File: src/rtl/sbx_pkg.sv
// Shared constants for the SPI byte exchange master.
package sbx_pkg;
  localparam int DATA_W = 8;
  localparam int BIT_COUNT = 8;
  localparam logic [3:0] BITS_PER_BYTE = 4'h8;
  localparam int FIFO_DEPTH = 8;
  localparam int CLK_PERIOD_NS = 5;
  // Divide ratios of the serial clock against mclk, indexed by rate field.
  localparam logic [5:0] DIV_SEL0 = 6'h02;
  localparam logic [5:0] DIV_SEL1 = 6'h04;
  localparam logic [5:0] DIV_SEL2 = 6'h10;
  localparam logic [5:0] DIV_SEL3 = 6'h20;
  localparam logic [1:0] RATE_RESET = 2'h0;
  localparam logic POL_RESET = 1'b0;
  localparam logic [7:0] DATA_RESET = 8'h00;
  // Slave needs 43 of its own cycles per bit; no check or other code in the project refers to it.
  localparam int SLAVE_CYCLES_PER_BIT = 43;
  typedef enum logic [3:0] {
    ST_IDLE = 4'b0001,
    ST_SEL = 4'b0010,
    ST_LOW = 4'b0100,
    ST_HIGH = 4'b1000
  } sbx_state_e;
endpackage

File: src/rtl/sbx_fifo.sv
// Parameterised valid/ready FIFO for outgoing bytes.
`timescale 1ns/10ps
module sbx_fifo #(
  parameter int WIDTH = 8,
  parameter int DEPTH = 8
) (
  input wire logic mclk,
  input wire logic rst,
  input wire logic [WIDTH-1:0] inData,
  input wire logic inValid,
  output logic inReady,
  output logic [WIDTH-1:0] outData,
  output logic outValid,
  input wire logic outReady
);
  localparam int AW = $clog2(DEPTH);
  logic [WIDTH-1:0] mem [DEPTH];
  logic [AW:0] wrPtr_r, wrPtr_nxt, rdPtr_r, rdPtr_nxt;
  logic [WIDTH-1:0] outData_r;
  logic full, empty, doWr, doRd;

  always_comb begin
    full = (wrPtr_r[AW] != rdPtr_r[AW]) && (wrPtr_r[AW-1:0] == rdPtr_r[AW-1:0]);
    empty = (wrPtr_r == rdPtr_r);
    doWr = inValid && !full;
    doRd = outReady && !empty;
    wrPtr_nxt = wrPtr_r + (AW+1)'(doWr);
    rdPtr_nxt = rdPtr_r + (AW+1)'(doRd);
  end

  always_ff @(posedge mclk or posedge rst) begin
    if (rst) begin
      wrPtr_r <= '0;
      rdPtr_r <= '0;
    end else begin
      wrPtr_r <= wrPtr_nxt;
      rdPtr_r <= rdPtr_nxt;
    end
  end

  always_ff @(posedge mclk) begin
    if (doWr) begin
      mem[wrPtr_r[AW-1:0]] <= inData;
    end
  end

  // Show-ahead read: the head word is combinational from the array.
  assign outData_r = mem[rdPtr_r[AW-1:0]];
  assign inReady = !full;
  assign outValid = !empty;
  assign outData = outData_r;
endmodule

File: src/rtl/sbx_master.sv
// SPI byte exchange master with transmit FIFO and rate divider.
`timescale 1ns/10ps
module sbx_master #(
  parameter int DATA_W = sbx_pkg::DATA_W,
  parameter int FIFO_DEPTH = sbx_pkg::FIFO_DEPTH
) (
  input wire logic mclk,
  input wire logic rst,
  input wire logic [DATA_W-1:0] txData,
  input wire logic txValid,
  output logic txReady,
  input wire logic rateSelectHi,
  input wire logic rateSelectLo,
  input wire logic clockIdlePolarity,
  input wire logic slaveRequest,
  input wire logic transferCompleteClear,
  output logic peerRequest_r,
  output logic sck_r,
  output logic mosi_r,
  input wire logic miso,
  output logic slaveSelectN_r,
  output logic transferCompleteFlag_r,
  output logic busy_r,
  output logic [DATA_W-1:0] rxData_r
);
  logic [DATA_W-1:0] fifoData;
  logic fifoValid, fifoReady;

  sbx_fifo #(.WIDTH(DATA_W), .DEPTH(FIFO_DEPTH)) txFifo (
    .mclk(mclk),
    .rst(rst),
    .inData(txData),
    .inValid(txValid),
    .inReady(txReady),
    .outData(fifoData),
    .outValid(fifoValid),
    .outReady(fifoReady)
  );

  sbx_pkg::sbx_state_e state_r, state_nxt;
  logic [DATA_W-1:0] shift_r, shift_nxt, rx_r, rx_nxt, rxData_nxt;
  logic [3:0] bitCounter_r, bitCounter_nxt;
  logic [5:0] divCnt_r, divCnt_nxt, halfDiv;
  logic sck_nxt, mosi_nxt, ss_nxt, flag_nxt, busy_nxt, req_nxt;
  logic halfTick;

  always_comb begin
    // The slowest ratio is kept so that a slow software slave can finish each bit.
    unique case ({rateSelectHi, rateSelectLo})
      2'h0: halfDiv = sbx_pkg::DIV_SEL0 >> 1;
      2'h1: halfDiv = sbx_pkg::DIV_SEL1 >> 1;
      2'h2: halfDiv = sbx_pkg::DIV_SEL2 >> 1;
      2'h3: halfDiv = sbx_pkg::DIV_SEL3 >> 1;
    endcase
  end

  always_comb begin
    state_nxt = state_r;
    shift_nxt = shift_r;
    rx_nxt = rx_r;
    rxData_nxt = rxData_r;
    bitCounter_nxt = bitCounter_r;
    divCnt_nxt = divCnt_r;
    sck_nxt = sck_r;
    mosi_nxt = mosi_r;
    ss_nxt = slaveSelectN_r;
    flag_nxt = transferCompleteFlag_r;
    busy_nxt = busy_r;
    req_nxt = peerRequest_r;
    fifoReady = 1'b0;
    halfTick = (divCnt_r == halfDiv - 6'h01);
    // Hardware set wins over a same-cycle clear.
    if (transferCompleteClear) begin
      flag_nxt = 1'b0;
    end
    unique case (state_r)
      sbx_pkg::ST_IDLE: begin
        sck_nxt = clockIdlePolarity;
        divCnt_nxt = '0;
        // Start as soon as a byte is in the FIFO, whether or not the slave has asked.
        if (fifoValid) begin
          req_nxt = 1'b1;
          ss_nxt = 1'b0;
          busy_nxt = 1'b1;
          fifoReady = 1'b1;
          shift_nxt = fifoData;
          state_nxt = sbx_pkg::ST_SEL;
        end
      end
      sbx_pkg::ST_SEL: begin
        // Select settles one cycle ahead of the first data bit.
        bitCounter_nxt = sbx_pkg::BITS_PER_BYTE;
        mosi_nxt = shift_r[DATA_W-1];
        shift_nxt = {shift_r[DATA_W-2:0], 1'b0};
        state_nxt = sbx_pkg::ST_LOW;
      end
      sbx_pkg::ST_LOW: begin
        divCnt_nxt = divCnt_r + 6'h01;
        if (halfTick) begin
          divCnt_nxt = '0;
          rx_nxt = {rx_r[DATA_W-2:0], miso};
          sck_nxt = ~clockIdlePolarity;
          state_nxt = sbx_pkg::ST_HIGH;
        end
      end
      sbx_pkg::ST_HIGH: begin
        divCnt_nxt = divCnt_r + 6'h01;
        if (halfTick) begin
          divCnt_nxt = '0;
          sck_nxt = clockIdlePolarity;
          bitCounter_nxt = bitCounter_r - 4'h1;
          if (bitCounter_r == 4'h1) begin
            rxData_nxt = rx_r;
            flag_nxt = 1'b1;
            busy_nxt = 1'b0;
            ss_nxt = 1'b1;
            req_nxt = 1'b0;
            state_nxt = sbx_pkg::ST_IDLE;
          end else begin
            mosi_nxt = shift_r[DATA_W-1];
            shift_nxt = {shift_r[DATA_W-2:0], 1'b0};
            state_nxt = sbx_pkg::ST_LOW;
          end
        end
      end
      default: state_nxt = sbx_pkg::ST_IDLE;
    endcase
    // A pending slave request is echoed on the request line while idle.
    if (state_r == sbx_pkg::ST_IDLE && !fifoValid) begin
      req_nxt = slaveRequest;
    end
  end

  always_ff @(posedge mclk or posedge rst) begin
    if (rst) begin
      state_r <= sbx_pkg::ST_IDLE;
      shift_r <= sbx_pkg::DATA_RESET;
      rx_r <= sbx_pkg::DATA_RESET;
      rxData_r <= sbx_pkg::DATA_RESET;
      bitCounter_r <= '0;
      divCnt_r <= '0;
      sck_r <= sbx_pkg::POL_RESET;
      mosi_r <= 1'b0;
      slaveSelectN_r <= 1'b1;
      transferCompleteFlag_r <= 1'b0;
      busy_r <= 1'b0;
      peerRequest_r <= 1'b0;
    end else begin
      state_r <= state_nxt;
      shift_r <= shift_nxt;
      rx_r <= rx_nxt;
      rxData_r <= rxData_nxt;
      bitCounter_r <= bitCounter_nxt;
      divCnt_r <= divCnt_nxt;
      sck_r <= sck_nxt;
      mosi_r <= mosi_nxt;
      slaveSelectN_r <= ss_nxt;
      transferCompleteFlag_r <= flag_nxt;
      busy_r <= busy_nxt;
      peerRequest_r <= req_nxt;
    end
  end

  // Assertions.
  idle_clock_a: assert property (@(posedge mclk) disable iff (rst)
    (state_r == sbx_pkg::ST_IDLE && $past(state_r) == sbx_pkg::ST_IDLE
     && $stable(clockIdlePolarity)) |-> sck_r == clockIdlePolarity)
    else $error("serial clock not at idle level");
  select_first_a: assert property (@(posedge mclk) disable iff (rst)
    $rose(busy_r) |-> !slaveSelectN_r ##1 !sck_r == !clockIdlePolarity)
    else $error("select not low at start");
  done_flag_a: assert property (@(posedge mclk) disable iff (rst)
    $fell(busy_r) |-> transferCompleteFlag_r && slaveSelectN_r)
    else $error("flag not set at end");
  busy_flag_a: assert property (@(posedge mclk) disable iff (rst)
    busy_r |-> state_r != sbx_pkg::ST_IDLE)
    else $error("busy while idle");
  start_write_a: assert property (@(posedge mclk) disable iff (rst)
    $rose(busy_r) |-> $past(fifoValid))
    else $error("start without data");
  bit_count_a: assert property (@(posedge mclk) disable iff (rst)
    busy_r |-> bitCounter_r <= sbx_pkg::BITS_PER_BYTE)
    else $error("bit counter out of range");
  request_a: assert property (@(posedge mclk) disable iff (rst)
    busy_r |-> peerRequest_r)
    else $error("transfer without request");
  rate_a: assert property (@(posedge mclk) disable iff (rst)
    (state_r == sbx_pkg::ST_LOW && divCnt_r == '0 && !halfTick && $stable(halfDiv))
    |-> ##1 divCnt_r == 6'h01)
    else $error("divider not counting");
  mosi_hold_a: assert property (@(posedge mclk) disable iff (rst)
    (state_r == sbx_pkg::ST_LOW && $past(state_r) == sbx_pkg::ST_LOW) |-> $stable(mosi_r))
    else $error("data out moved inside a bit");
  clock_active_a: assert property (@(posedge mclk) disable iff (rst)
    (state_r == sbx_pkg::ST_HIGH && $stable(clockIdlePolarity))
    |-> sck_r != clockIdlePolarity)
    else $error("serial clock not active in high phase");
  rx_capture_a: assert property (@(posedge mclk) disable iff (rst)
    (state_r == sbx_pkg::ST_LOW && halfTick) |=> rx_r[0] == $past(miso))
    else $error("data in not captured at leading edge");
  count_load_a: assert property (@(posedge mclk) disable iff (rst)
    state_r == sbx_pkg::ST_SEL |=> bitCounter_r == sbx_pkg::BITS_PER_BYTE)
    else $error("bit counter not loaded");
  flag_set_a: assert property (@(posedge mclk) disable iff (rst)
    (state_r == sbx_pkg::ST_HIGH && halfTick && bitCounter_r == 4'h1)
    |=> transferCompleteFlag_r && rxData_r == $past(rx_r))
    else $error("flag or received byte wrong at end");
  flag_clear_a: assert property (@(posedge mclk) disable iff (rst)
    (transferCompleteClear && !(state_r == sbx_pkg::ST_HIGH && halfTick
     && bitCounter_r == 4'h1)) |=> !transferCompleteFlag_r)
    else $error("flag not cleared");
  select_hold_a: assert property (@(posedge mclk) disable iff (rst)
    busy_r |-> !slaveSelectN_r)
    else $error("select released during exchange");
  half_period_a: assert property (@(posedge mclk) disable iff (rst)
    ((state_r == sbx_pkg::ST_LOW || state_r == sbx_pkg::ST_HIGH) && $stable(halfDiv))
    |-> divCnt_r < halfDiv)
    else $error("divider beyond half period");
  start_c: cover property (@(posedge mclk) $rose(busy_r));
  slow_c: cover property (@(posedge mclk) state_r == sbx_pkg::ST_HIGH && halfDiv == 6'h10);
  done_c: cover property (@(posedge mclk) $rose(transferCompleteFlag_r));
  full_c: cover property (@(posedge mclk) !txReady);
endmodule

File: config.mk
export PLATFORM = sky130hd
export DESIGN_NAME = sbx_master
export DESIGN_NICKNAME = d
export VERILOG_FILES = /design/src/rtl/sbx_pkg.sv /design/src/rtl/sbx_fifo.sv /design/src/rtl/sbx_master.sv
export SDC_FILE = /design/constraint.sdc
export NUM_CORES = 1
export LEC_CHECK = 0
export ABC_CLOCK_PERIOD_IN_PS = 5100
export BUFFER_PORTS_ARGS = -buffer_cell sky130_fd_sc_hd__buf_2
export CORE_MARGIN = 5
export CORE_UTILIZATION = 28
export CTS_BUF_LIST = sky130_fd_sc_hd__clkbuf_8
export DETAILED_ROUTE_END_ITERATION = 8
export PLACE_DENSITY = 0.4
export SLEW_MARGIN = 15
export SYNTH_ARGS = -nofsm -noshare
export SYNTH_HDL_FRONTEND = slang
export SYNTH_HIERARCHICAL = 1
export SYNTH_SLANG_ARGS = --single-unit
File: constraint.sdc
create_clock -name mclk -period 5.1 [get_ports mclk]
set_clock_uncertainty 0.15 [all_clocks]
set_input_delay 0.255 -clock mclk [delete_from_list [all_inputs] [get_ports mclk]]
set_output_delay 0.255 -clock mclk [all_outputs]
set_load 0.01 [all_outputs]
==> results.yml <==
timing:
  max_slew_margin_pct: 35.6
  timing.final.ws_setup_ns: 2.23
  fin_crit_ns: 2.87
  period_share_pct: 56.3
  rsz0062_at_grt: "no"
  worst_slew_pin_slew_ns: 0.964
  hold_viol: 0
  fin_tns_setup_ns: 0
  drv_slew: 0
  setup_violations: 0
  fmax_ghz: 0.348
final_layout:
  syn_to_final_growth_pct: 16.8
  finalNetCount: 394
  fillers: 1789
  antennaDiodeCount: 0
  drive_above_1_share_pct: 29.8
clock_network:
  h-tree-depth: 4
  cts_tree: "done"
  cts_setup_buffers: 0
  cts_inserted_buffers: 17
  cts_root_buf: "clkbuf_8"
  hold_buffers: 13
  ctsResizeCount: 0
  cts.clk_slew.worst_paths_ns: 0.08
  insertion_delay_ns: 0.44
  clkSinkCount: 116
  cts_buffer_depth: 2
yosys:
  yosys.area.top_type_share_pct: 37.3
  synth_flop_cell: "edfxtp_1"
  synthArstFlopShare_pct: 44.8
  synth_top_cell_by_area: "edfxtp_1"
  synth_area_leaders: "edfxtp_1 37%, dfrtp_1 24%, mux2_2 8.3%, mux4_1 8.2%, ha_1 1.7%"
  synthCells: 320
  netlist_area_sq_um: 5150
  yosysSeqAreaShare_pct: 62.6
  synth_cell_types: 52
  synth-seq-cells: 116
  yosysMostFrequentCell: "edfxtp_1"
  yosys_warnings: 6
  avgSynthCellArea_sq_um: 16.1
  synth_edf_count: 64
  synth.net_count: 344
  synth_common_cells: "64 x edfxtp_1, 50 x dfrtp_1, 38 x mux2_2, 16 x mux4_1, 15 x nor2_1"
power:
  power.density_nw_per_um2: 513
  peakVddDrop_mv: 0.236
  leakage_nw: 2.39
worst_setup_path:
  cp-startpoint: "txFifo/rdPtr_r[0]$_DFF_PP0_"
  worst-endpoint-arrival_ns: 3.04
  cp.required_ns: 5.27
  ff2ff_path_depth: 7
  end_kind: "register"
  critPathKind: "reg -> reg"
  critical_path.max_fanout: 18
  r2r_start: "txFifo/rdPtr_r[0]$_DFF_PP0_"
  critPathLaunchType: "register"
drt:
  drc: 0
  drt_pre_antenna_iters: 4
  drt_iter0_drc: 122
  detail-route-antenna-nets: 0
  drt_wl_total_mm: 10.2
  viasPerCell: 4.58
  post_drt_wl_per_cell_um: 16.6
  vias: 2803
die:
  die-area_sq_um: 21200
  fp.dieW_um: 146
  core_area_sq_um: 18000
  initial_utilization_pct: 28.6
  rows: 49
  io-pin-count: 32
  fp.dieH_um: 146
global_routing:
  grt_max_degree: 45
  antenna_found_initial: 0
  grt_overflow: 0
  grt_pass1_wl_mm: 16.5
  grt_pass1_vias: 2972
  track_usage_pct: 10.1
placement:
  io_buffers: 31
  hpwlAfterDp_mm: 6.42
  pre_cts_ws_ns: 2.15
  routabilityCongestion: 0.694
run_status:
  outcome: "finished, final reports clean"
hold_path:
  hold_start: "txValid"
  hold_path.class: "in -> reg"
  hold_depth: 3
run:
  cap_viol_max_count: 0
area by class of cell:
| cell class | instances | area [sq um] | share of cell area (%) |
|---|---|---|---|
| clock inverters | 15 | 164 | 2.73 |
| well taps | 229 | 287 | 4.76 |
| clock buffers | 17 | 234 | 3.89 |
| flip-flops and latches | 116 | 3230 | 53.6 |
| inverters | 7 | 26.3 | 0.437 |
| multi-input cells | 184 | 1790 | 29.8 |
| repair buffers | 44 | 285 | 4.74 |
metal layers:
layer	track usage [%]	vias to the layer above	share of wire, %	wire length, um
li1	-	1339	-	-
met3	3.61	12	3.7	378
met4	3.59	0	1.6	161
met1	12.5	1405	46	4640
met5	0	-	0	0
met2	16.5	47	49	4990
power by group:
| group | switching (mW) | leakage, nW | internal [mW] |
|---|---|---|---|
| Clock | 0.434 | 0.201 | 0.409 |
| Sequential | 0.198 | 1.25 | 1.18 |
| Combinational | 0.388 | 0.940 | 0.471 |
placed cells by master (no fill, tap or decap), drive strengths merged, types with 5 or more instances in the layout:
cell         Yosys  routed
nand3            7       7
and3             6       6
xnor2            8       8
dlygate4sd3      0      13
ha               7       7
and3b            5       5
edfxtp          64      64
o21ai            9       9
and2             5       5
nand2           15      15
mux2            38      38
buf             12      31
a21oi            6       6
dfrtp           50      50
nor2            15      15
inv              7      16
mux4            16      16
clkbuf           1      17
kinds of logic after synthesis:
family / Yosys count / share of synthesized area, %
AO/OA/AOI/OAI: 33 / 5.32
flip-flops: 116 / 62.6
multiplexers: 58 / 17.3
adder cells (fa/ha/maj): 7 / 1.70
XOR/XNOR: 12 / 2.04
AND/OR/NAND/NOR: 74 / 8.48
buffers and inverters: 20 / 2.55
state kept, by name, summed over array words and instances (netlist names):
signal,flops
txFifo/mem,64
rxData_r,8
rx_r,8
shift_r,8
divCnt_r,6
bitCounter_r,4
state_r,4
txFifo/rdPtr_r,4
txFifo/wrPtr_r,4
busy_r,1
mosi_r,1
peerRequest_r,1
sck_r,1
slaveSelectN_r,1
transferCompleteFlag_r,1
through the flow:
| stage | instances | hold WS [ns] | power (mW) | util (%) | cell area, sq um |
|---|---|---|---|---|---|
| floorplan | 320 | -0.0793 | 2.07 | - | 5150 |
| finish | 612 | 0.0586 | 3.08 | 33.4 | 6010 |
| global placement | 567 | 0.0833 | 2.26 | 30.4 | 5490 |
| global route | 612 | 0.0462 | 3.29 | 33.4 | 6010 |
| CTS | 612 | 0.0253 | 3.15 | 33.4 | 6010 |
| detailed placement | 567 | 0.0851 | 2.27 | 30.4 | 5490 |
worst paths after layout:
kind | end | slack, ns
max reg2reg | shift_r[4]$_DFFE_PP0P_ | 2.23
min reg2reg | txFifo/wrPtr_r[3]$_DFF_PP0_ | 0.34
max in group asynchronous | rxData_r[1]$_DFFE_PP0P_ | 3.75
min in group asynchronous | txFifo/rdPtr_r[3]$_DFF_PP0_ | 0.17
max | shift_r[4]$_DFFE_PP0P_ | 2.23
min | txFifo/wrPtr_r[0]$_DFF_PP0_ | 0.06
critical path, stage by stage (launching register included):
cell and delay (ns):
dfrtp_1 0.96, xnor2_1 0.22, nand4_1 0.30, nand3b_1 0.11
a21oi_1 0.13, a21oi_1 0.08, nor3_4 0.41, mux2_2 0.39
Power figures use the tool's default switching activity.
